`config.mk`:
```
export PLATFORM = sky130hd
export DESIGN_NAME = wwd_top
export DESIGN_NICKNAME = d
export VERILOG_FILES = /design/src/wwd_pkg.sv /design/src/wwd_top.sv
export VERILOG_INCLUDE_DIRS = /design/src
export SDC_FILE = /design/constraint.sdc
export NUM_CORES = 1
export LEC_CHECK = 0
export BUFFER_PORTS_ARGS = -buffer_cell sky130_fd_sc_hd__buf_2
export CORE_ASPECT_RATIO = 1.75
export CORE_MARGIN = 2
export CORE_UTILIZATION = 40
export DETAILED_ROUTE_END_ITERATION = 10
export MAX_ROUTING_LAYER = met4
export PLACE_DENSITY = 0.58
export SETUP_SLACK_MARGIN = 0.02
export SLEW_MARGIN = 5
export SYNTH_ARGS = -nofsm -noshare
export SYNTH_HDL_FRONTEND = slang
export SYNTH_SLANG_ARGS = --single-unit
export TNS_END_PERCENT = 50
```
`constraint.sdc`:
```
create_clock -name clk_i -period 2.51 [get_ports clk_i]
set_input_delay 0.3765 -clock clk_i [delete_from_list [all_inputs] [get_ports clk_i]]
set_output_delay 0.3765 -clock clk_i [all_outputs]
set_load 0.005 [all_outputs]
```
`src/wwd_consts.svh`:
```
// Offsets-free constants, widths, reset values and timing counts of the watchdog.
`ifndef WWD_CONSTS_SVH
`define WWD_CONSTS_SVH
`define WWD_CNT_W 24
`define WWD_FEED_W 8
`define WWD_FEED_FIRST 8'hAA
`define WWD_FEED_SECOND 8'h55
`define WWD_MIN_RELOAD 24'h0000FF
`define WWD_RST_RELOAD 24'h0000FF
`define WWD_RST_COUNT 24'h0000FF
`define WWD_RST_WARN 24'h000000
`define WWD_RST_WINDOW 24'hFFFFFF
`define WWD_PRESCALE_LAST 2'h3
`define WWD_SYNC_TICKS 2'h3
`endif

```
`src/wwd_pkg.sv`:
```
// Types shared by the windowed watchdog.
package wwd_pkg;
    typedef struct packed {
        logic reload_guard_mode;
        logic reset_on_timeout_enable;
        logic run_enable_bit;
    } wwd_mode_s;

    typedef struct packed {
        logic warning_flag;
        logic timeout_flag;
    } wwd_flags_s;

    typedef enum logic [0:0] {
        WWD_FEED_IDLE,
        WWD_FEED_ARMED
    } wwd_feed_e;
endpackage : wwd_pkg

```
`src/wwd_top.sv`:
```
// Windowed watchdog timer with feed sequence, window, warning and reload guard.
`timescale 1ns/10ps
`include "wwd_consts.svh"

module wwd_top #(
    parameter int CNT_W = `WWD_CNT_W
) (
    input wire logic clk_i,
    input wire logic rst_n_i,
    input wire logic cnt_clk_i,
    input wire logic mode_wr_i,
    input wire wwd_pkg::wwd_mode_s mode_wdata_i,
    input wire logic reload_wr_i,
    input wire logic [CNT_W-1:0] reload_wdata_i,
    input wire logic warn_wr_i,
    input wire logic [CNT_W-1:0] warn_wdata_i,
    input wire logic window_wr_i,
    input wire logic [CNT_W-1:0] window_wdata_i,
    input wire logic feed_wr_i,
    input wire logic [`WWD_FEED_W-1:0] feed_wdata_i,
    input wire logic timeout_clr_i,
    input wire logic warning_clr_i,
    output logic [CNT_W-1:0] count_readback_o,
    output wwd_pkg::wwd_mode_s mode_o,
    output wwd_pkg::wwd_flags_s flags_o,
    output logic running_o,
    output logic chip_reset_req_o,
    output logic clk_src_lock_o,
    output logic osc_keep_on_o
);

    // ------------------------------------------------------------
    // Functions
    // ------------------------------------------------------------
    function automatic logic [CNT_W-1:0] eff_reload(input logic [CNT_W-1:0] tc);
        eff_reload = (tc < CNT_W'(`WWD_MIN_RELOAD)) ? CNT_W'(`WWD_MIN_RELOAD) : tc;
    endfunction : eff_reload

    // ------------------------------------------------------------
    // Counting clock tick
    // ------------------------------------------------------------
    // The counting clock arrives from another source, so it is synchronised and
    // its rising edge becomes a one-cycle tick; clk_i must be well above its rate.
    logic cclk_s1_q, cclk_s2_q, cclk_s3_q;
    wire tick = cclk_s2_q & ~cclk_s3_q;

    always_ff @(posedge clk_i) begin
        if (!rst_n_i) begin
            cclk_s1_q <= 1'b0;
            cclk_s2_q <= 1'b0;
            cclk_s3_q <= 1'b0;
        end else begin
            cclk_s1_q <= cnt_clk_i;
            cclk_s2_q <= cclk_s1_q;
            cclk_s3_q <= cclk_s2_q;
        end
    end

    // ------------------------------------------------------------
    // Register side
    // ------------------------------------------------------------
    wwd_pkg::wwd_mode_s mode_q;
    logic [CNT_W-1:0] reload_q, warn_q, window_q;
    logic [CNT_W-1:0] cnt_q, cnt_d;
    logic guard_open;
    wire logic reload_take = reload_wr_i & (~mode_q.reload_guard_mode | guard_open);

    always_ff @(posedge clk_i) begin
        if (!rst_n_i) begin
            mode_q <= '0;
            reload_q <= CNT_W'(`WWD_RST_RELOAD);
            warn_q <= CNT_W'(`WWD_RST_WARN);
            window_q <= CNT_W'(`WWD_RST_WINDOW);
        end else begin
            if (mode_wr_i) begin
                mode_q <= mode_q | mode_wdata_i;
            end
            if (reload_take) begin
                reload_q <= reload_wdata_i;
            end
            if (warn_wr_i) begin
                warn_q <= warn_wdata_i;
            end
            if (window_wr_i) begin
                window_q <= window_wdata_i;
            end
        end
    end

    // ------------------------------------------------------------
    // Crossing into the counting logic
    // ------------------------------------------------------------
    logic [1:0] sync_cnt_q;
    wwd_pkg::wwd_mode_s mode_sync_q;
    logic [CNT_W-1:0] reload_sync_q;
    wire logic sync_apply = tick && (sync_cnt_q == 2'h1);

    always_ff @(posedge clk_i) begin
        if (!rst_n_i) begin
            sync_cnt_q <= 2'h0;
            mode_sync_q <= '0;
            reload_sync_q <= CNT_W'(`WWD_RST_RELOAD);
        end else if (mode_wr_i || reload_take) begin
            sync_cnt_q <= `WWD_SYNC_TICKS;
        end else if (tick && sync_cnt_q != 2'h0) begin
            sync_cnt_q <= sync_cnt_q - 2'h1;
            if (sync_apply) begin
                mode_sync_q <= mode_q;
                reload_sync_q <= reload_q;
            end
        end
    end

    // ------------------------------------------------------------
    // Feed sequence
    // ------------------------------------------------------------
    wwd_pkg::wwd_feed_e feed_q;
    wire logic feed_first = feed_wr_i && feed_wdata_i == `WWD_FEED_FIRST;
    wire logic feed_armed = feed_q == wwd_pkg::WWD_FEED_ARMED;
    wire logic feed_done = feed_wr_i && feed_armed && feed_wdata_i == `WWD_FEED_SECOND;
    wire logic feed_bad = feed_wr_i && feed_armed && feed_wdata_i != `WWD_FEED_SECOND;

    always_ff @(posedge clk_i) begin
        if (!rst_n_i) begin
            feed_q <= wwd_pkg::WWD_FEED_IDLE;
        end else begin
            unique case (feed_q)
                wwd_pkg::WWD_FEED_IDLE: begin
                    if (feed_first) begin
                        feed_q <= wwd_pkg::WWD_FEED_ARMED;
                    end
                end
                wwd_pkg::WWD_FEED_ARMED: begin
                    if (feed_wr_i) begin
                        feed_q <= wwd_pkg::WWD_FEED_IDLE;
                    end
                end
            endcase
        end
    end

    // ------------------------------------------------------------
    // Counter, prescaler and events
    // ------------------------------------------------------------
    // The active mode only follows the synchronised copy at a complete feed.
    wwd_pkg::wwd_mode_s act_q;
    logic [1:0] pre_q;
    wwd_pkg::wwd_flags_s flags_q;
    logic rst_req_q;
    logic [CNT_W-1:0] cap_q, rb_q;
    logic cap_new_q;

    wire logic running = act_q.run_enable_bit;
    wire logic step = running && tick && pre_q == `WWD_PRESCALE_LAST;
    wire logic reach_zero = step && cnt_q == '0;
    wire logic early_feed = feed_done && running && cnt_q > window_q;
    wire logic wrong_feed = feed_bad && running;
    wire logic wd_event = reach_zero | early_feed | wrong_feed;
    wire logic warn_hit = step && cnt_q == warn_q;
    assign guard_open = cnt_q <= warn_q && cnt_q <= window_q;

    always_comb begin
        cnt_d = cnt_q;
        if (feed_done || reach_zero) begin
            cnt_d = eff_reload(reload_sync_q);
        end else if (step) begin
            cnt_d = cnt_q - CNT_W'(1);
        end
    end

    always_ff @(posedge clk_i) begin
        if (!rst_n_i) begin
            act_q <= '0;
            pre_q <= 2'h0;
            cnt_q <= CNT_W'(`WWD_RST_COUNT);
        end else begin
            cnt_q <= cnt_d;
            if (feed_done) begin
                act_q <= act_q | mode_sync_q;
                pre_q <= 2'h0;
            end else if (running && tick) begin
                pre_q <= pre_q + 2'h1;
            end
        end
    end

    // Set wins over clear for both flags; the clear inputs or the external reset clear them.
    always_ff @(posedge clk_i) begin
        if (!rst_n_i) begin
            flags_q <= '0;
            rst_req_q <= 1'b0;
        end else begin
            flags_q.timeout_flag <= wd_event | (flags_q.timeout_flag & ~timeout_clr_i);
            flags_q.warning_flag <= warn_hit | (flags_q.warning_flag & ~warning_clr_i);
            rst_req_q <= wd_event & act_q.reset_on_timeout_enable;
        end
    end

    // ------------------------------------------------------------
    // Count readback
    // ------------------------------------------------------------
    always_ff @(posedge clk_i) begin
        if (!rst_n_i) begin
            cap_q <= CNT_W'(`WWD_RST_COUNT);
            rb_q <= CNT_W'(`WWD_RST_COUNT);
            cap_new_q <= 1'b0;
        end else begin
            cap_new_q <= tick;
            if (tick) begin
                cap_q <= cnt_q;
            end
            if (cap_new_q) begin
                rb_q <= cap_q;
            end
        end
    end

    assign count_readback_o = rb_q;
    assign mode_o = act_q;
    assign flags_o = flags_q;
    assign running_o = running;
    assign chip_reset_req_o = rst_req_q;
    assign clk_src_lock_o = mode_q.run_enable_bit | running;
    assign osc_keep_on_o = running;
endmodule : wwd_top

```
==> key figures, run 1 <==
Status
  • Status: complete, but fails checks
  • Failing checks: negative setup slack

Clock tree
  • TritonCTS Sinks: 189
  • Clock latency on the worst-skew pair: around 0.44 ns
  • CTS buffer count: 17
  • H-tree Lvls: 4
  • Clk slew on worst S/H paths: 0.07 ns
  • CTS hold repair buffers: 0
  • Root Driver: clkbuf_16
  • Clk buf depth: 2
  • Clock tree from TritonCTS: done

GRT
  • Vias in the first global route: 6,946
  • Grt ovf: 0
  • Initial antenna violation count: 0
  • First-pass GRT wire length: roughly 36,000 um
  • Total track usage: 0.212
  • Pin count of the biggest net entering global routing: 91

Timing
  • Clock skew: between 0.008 and 0.009 ns
  • Final worst path period share: 1.07
  • Slew @ Worst Pin: between 0.7 and 0.8 ns
  • Max_slew headroom: 0.507
  • Final setup viols: between 50 and 60
  • Pins Over Slew Limit: 0
  • Hold Vio Cnt, Final: 0
  • PnR worst setup slack: -0.188 ns
  • Minimum clock period: between 2 and 3 ns
  • Fmax: roughly 370 MHz
  • Unrepaired setup endpoints after global routing: true

Floorplan
  • Rows: 71
  • Core Box Area: between 0.02 and 0.025 sq mm
  • Die height: 200 um
  • Boundary pin count: about 130
  • Die X: between 100 and 150 um
  • Die area: approximately 0.023 sq mm
  • Initial Utilization: 0.407

Yosys
  • Ys flop type: dfxtp_1
  • Share of synthesized registers carrying an async set or reset: 0
  • Most common cell in the netlist: dfxtp_1
  • Post-synthesis instance area: just under 0.009 sq mm
  • Top cell type's share of synthesized area: 0.432
  • Synth unique cells: between 50 and 60
  • Yosys top cell by area: dfxtp_1
  • Net Count, Synth: about 1,100
  • Largest cells by area after synthesis: dfxtp_1 (43%), mux2i_1 (12%), ha_1 (7.4%)
  • Commonest cells post-synth: dfxtp_1 (189), nand2_1 (170), mux2i_1 (101), nor2b_1 (82)
  • Flop and latch count out of synthesis: between 150 and 200
  • Post-synthesis sequential area ratio: 0.432
  • Ys Warns: 0
  • Syn_area_per_cell: 9.24 sq um
  • Mapped Cells: roughly 950
  • Number of flops mapped to enable cells by yosys: 0

Routing
  • Initial DRT Pass Iterations: 6
  • Total vias in the final route: around 7,000
  • Vias per Instance: 4.92
  • Drt drc: 0
  • Wire per inst: ~16 um
  • Routed Antenna Nets: 0
  • Routed WL: 23,200 um
  • Iteration-0 DRC Markers: 284

Worst setup path
  • Critical Path RT: approximately 2.9 ns
  • CP max stage delay: between 0.3 and 0.4 ns
  • Most frequent CP cell: and3_4
  • Worst Path Arrival: around 3.1 ns
  • Crit path capture type: flip-flop
  • Crit path kind: flip-flop to flip-flop
  • Crit start category: flip-flop
  • Reg2reg path depth: 12
  • Worst-path cell chain: inv_2 > ha_4 > nand4_1 > nor4_2 > buf_4 > and3_4 > o31a_1 > o311ai_4 > a31oi_2 > and3_4 > clkbuf_16 > mux2i_1
  • Crit-path slowest cell: and3_4
  • Crit path max fanout: 6

Min path
  • Hold Crit Class: input port to flip-flop
  • Hold Path Stages: 2

Layout
  • Share of layout cells above drive strength 1: 0.260
  • Final #Nets: ~1,300
  • Layout Cells excl Fill: about 1,400
  • Diode count: 0
  • Synth-to-Final Area Change: 26.8%
  • Fillers: approximately 2,100
  • Fin util: 0.517

Placed design
  • DP HPWL: ~17,000 um
  • Cell count after placement: between 1,000 and 1,500
  • DP Worst Slack: -0.192 ns
  • PortBufs: 125
  • Final GP Congestion: slightly above 0.9

Power and ir drop
  • PD cells: about 570 mW/mm^2
  • P_sw: approximately 1500 uW
  • Share of power burned in registers: 0.495
  • Comb pwr share: 0.086
  • Clock share of power: 0.420
  • Sw Ratio: 0.239
  • LEAKAGE: around 0.005 uW
  • Pint: about 4800 uW
  • Max VDD drop: a little over 0.4 mV

Flow run
  • Max-cap violation count: 0
[worst max-delay path, delay by kind of cell (launching register included)]
family / cells / cell delay (ns)
adder cells (fa/ha/maj): 1 / 0.26
AND/OR/NAND/NOR: 4 / 0.96
multiplexers: 1 / 0.18
flip-flops: 1 / 0.32
AO/OA/AOI/OAI: 3 / 0.51
buffers and inverters: 3 / 0.40
[final timing paths]
check / startpoint / endpoint / slack [ns]
max: window_q[18] / reload_sync_q[23] / -0.19
min: cnt_clk_i / cclk_s1_q / 0.14
max reg2reg: window_q[18] / reload_sync_q[23] / -0.19
min reg2reg: cclk_s1_q / cclk_s2_q / 0.46
[area by class of cell]
class / count / area (sq um) / share of cell area
tap: 292 / 365 / 0.0329
clock buffer: 18 / 429 / 0.0386
clock inverter: 12 / 141 / 0.0127
multi-input combinational: 652 / 4690 / 0.422
timing repair buffer: 223 / 1480 / 0.133
inverter: 52 / 195 / 0.0176
sequential: 189 / 3810 / 0.343
[cell usage in the layout, fill, tap and decap left out, types with 5 or more instances in the layout]
cell       count
inv_1         48
dfxtp_2       15
nand2_1      170
xor2_1         7
o31ai_1        7
a21boi_0      20
xnor2_1       14
buf_4         90
dfxtp_1      173
ha_4           7
a21oi_1       24
buf_12         5
buf_2        124
nand3_1       22
nor2_1        17
nor3_1        10
o211ai_1      28
nor2b_1       82
o21ai_0        5
clkbuf_16     18
ha_1          45
o211a_1       15
nor4_1         8
nand4_1       12
mux2i_1      101
[cell families after synthesis]
group	Yosys count	share of synthesized area
XOR/XNOR	21	0.0210
flip-flops	189	0.432
adder cells (fa/ha/maj)	52	0.0743
AO/OA/AOI/OAI	123	0.105
AND/OR/NAND/NOR	355	0.200
buffers and inverters	107	0.0521
multiplexers	101	0.115
[repair_timing]
action	CTS	global route
resized for setup	36	5
buffers inserted	3	2
cloned	1	1
pin swaps	6	5
setup endpoints to repair	75	76
[power groups by stage]
stage / clock (uW) / combinational, uW / sequential, uW
after floorplan: 0 / 318 / 3180
after global placement: 0 / 522 / 3200
after detailed placement: 0 / 530 / 3200
after CTS: 2730 / 548 / 3130
after global routing: 2850 / 603 / 3140
final: 2660 / 542 / 3130
[per-layer routing]
| metal | vias up | part of all wire | track usage |
|---|---|---|---|
| met5 | - | 0 | - |
| met4 | 0 | 0.042 | 0.102 |
| met3 | 40 | 0.031 | 0.0305 |
| met2 | 140 | 0.52 | 0.373 |
| met1 | 3290 | 0.41 | 0.233 |
| li1 | 3602 | - | - |
[through the flow]
step | instance area, sq um | total power [uW] | TNS, ns | hold WS (ns)
after floorplan | 8800 | 3500 | -0.658 | 0.412
after global placement | 10300 | 3720 | -7.73 | 0.444
after detailed placement | 10300 | 3730 | -9.67 | 0.439
after CTS | 11100 | 6410 | -5.96 | 0.130
after global routing | 11100 | 6590 | -13.75 | 0.144
final | 11100 | 6330 | -6.81 | 0.145
[state kept, by name, indices dropped and copies added (netlist names), 2 cells and up]
register          cells
mode_q                3
mode_o                2
count_readback_o     24
reload_sync_q        24
pre_q                 2
window_q             24
reload_q             24
warn_q               24
mode_sync_q           3
cap_q                24
cnt_q                24
flags_o               2
sync_cnt_q            2
Note: power is estimated with default switching activity, not from simulation.
==> inputs of run 2 (changes only) <==
--- a/config.mk
+++ b/config.mk
@@ -13,6 +13,7 @@
 export DETAILED_ROUTE_END_ITERATION = 10
 export MAX_ROUTING_LAYER = met4
 export PLACE_DENSITY = 0.58
+export RECOVER_POWER = 25
 export SETUP_SLACK_MARGIN = 0.02
 export SLEW_MARGIN = 5
 export SYNTH_ARGS = -nofsm -noshare
==> key figures, run 2 (synthesized netlist as in run 1, its figures left out) <==
Layout
  • Fin util: 0.516
  • Most frequent cells in the layout: dfxtp_1 (173), nand2_1 (170), buf_2 (124)
  • Commonest non-fill, non-tap cell in the layout: dfxtp_1
  • Fillers: approximately 2,100
  • Synth-to-Final Area Change: 26.6%
  • Final #Nets: about 1,300
  • Share of layout cells above drive strength 1: 0.259
  • Diode count: 0

Clock tree
  • CTS buffer count: 17
  • Clk slew on worst S/H paths: about 0.070 ns
  • Root Driver: clkbuf_16
  • TritonCTS Sinks: 189
  • Clock tree from TritonCTS: done
  • H-tree Lvls: 4
  • Clock latency on the worst-skew pair: roughly 0.44 ns
  • Clk buf depth: 2
  • CTS hold repair buffers: 0

Timing
  • Hold WS: 0.145 ns
  • Hold Vio Cnt, Final: 0
  • PnR worst setup slack: -0.185 ns
  • Unrepaired setup endpoints after global routing: true
  • Clock skew: roughly 0.0088 ns
  • Minimum clock period: 2.69 ns
  • Slew @ Worst Pin: around 1.3 ns
  • Fmax: between 300 and 400 MHz
  • Max_slew headroom: 0.139
  • Final worst path period share: 1.07
  • Pins Over Slew Limit: 0
  • Final setup viols: 53

Placed design
  • Final GP Congestion: 0.917
  • DP Worst Slack: -0.192 ns
  • DP HPWL: around 17,000 um
  • PortBufs: 125

Routing
  • Total vias in the final route: between 7,000 and 8,000
  • Routed WL: approximately 23,000 um
  • Iteration-0 DRC Markers: about 290
  • Initial DRT Pass Iterations: 5
  • Routed Antenna Nets: 0
  • Wire per inst: 16.1 um
  • Vias per Instance: between 4 and 5
  • Drt drc: 0

Status
  • Failing checks: negative setup slack
  • Status: complete, but fails checks

Floorplan
  • Core Box Area: 0.0215 sq mm
  • Boundary pin count: roughly 130
  • Initial Utilization: 0.407
  • Rows: 71
  • Die height: 200 um
  • Die area: between 0.02 and 0.025 sq mm
  • Die X: 116 um

GRT
  • Grt ovf: 0
  • Vias in the first global route: between 6,000 and 7,000
  • Pin count of the biggest net entering global routing: around 90
  • First-pass GRT wire length: roughly 36,000 um
  • Total track usage: 0.212
  • Initial antenna violation count: 0

Worst setup path
  • Critical Path RT: around 2.9 ns
  • Crit path kind: flip-flop to flip-flop
  • Worst Path Arrival: 3.06 ns
  • Crit path capture type: flip-flop
  • Crit start category: flip-flop
  • Crit path max fanout: 6

Power and ir drop
  • PD cells: ~570 mW/mm^2
  • Max VDD drop: around 0.40 mV
  • LEAKAGE: 0.00497 uW

Flow run
  • Max-cap violation count: 0

Min path
  • Hold Crit Class: input port to flip-flop
## run 2: cell count changes in the layout (fill, tap and decap cells not counted), sizes merged
cell,delta
buf,-3
clkbuf,+3
## run 2: where the power goes
group | switching (uW) | leakage, uW | internal [uW]
logic | 278 | 0.00315 | 261
clock network | 1190 | 0.000269 | 1470
registers | 44.8 | 0.00155 | 3090
total | 1510 | 0.00497 | 4820
## run 2: worst paths after layout
kind | startpoint | to | slack (ns) | cells past startpoint
worst max-delay path | window_q[18] | reload_sync_q[23] | -0.18 | 12
worst min-delay path | cnt_clk_i | cclk_s1_q | 0.15 | 2
worst max register to register | window_q[18] | reload_sync_q[23] | -0.18 | 12
worst min register to register | cclk_s1_q | cclk_s2_q | 0.46 | 1
## run 2: critical path, stage by stage (launching register included)
cell and delay (ns):
dfxtp_2 0.32, inv_2 0.05, ha_4 0.26, nand4_1 0.15
nor4_2 0.30, buf_4 0.16, and3_4 0.18, o31a_1 0.20
o311ai_4 0.13, a31oi_2 0.18, and3_4 0.33, clkbuf_16 0.19
mux2i_1 0.18
## run 2: stage by stage
step                      instance area (sq um)  power (uW)  cells  TNS, ns
final                                     11100        6330   1438    -6.81
after global routing                      11100        6590   1438   -13.99
after CTS                                 11100        6410   1435    -5.96
after detailed placement                  10300        3730   1401    -9.67
after global placement                    10300        3720   1401    -7.73
after floorplan                            8800        3500    948   -0.658
## run 2: what timing repair did
action | CTS | global route
cloned | 1 | 1
buffers inserted | 3 | 2
pin swaps | 6 | 5
resized for setup | 36 | 5
setup endpoints to repair | 75 | 76
## run 2: layout make-up
cell class / count / area, sq um / area share
multi-input cells: 652 / 4690 / 0.423
flip-flops and latches: 189 / 3810 / 0.343
repair buffers: 223 / 1460 / 0.131
clock buffers: 18 / 429 / 0.0387
well taps: 292 / 365 / 0.0330
inverters: 52 / 195 / 0.0176
clock inverters: 12 / 141 / 0.0128
## run 2: metal layers
metal	wire [um]	vias to the layer above	part of all wire	track usage
li1	-	3600	-	-
met2	12200	123	0.53	0.373
met3	634	34	0.027	0.0305
met5	0	-	0	-
met1	9480	3326	0.41	0.233
met4	894	0	0.039	0.102
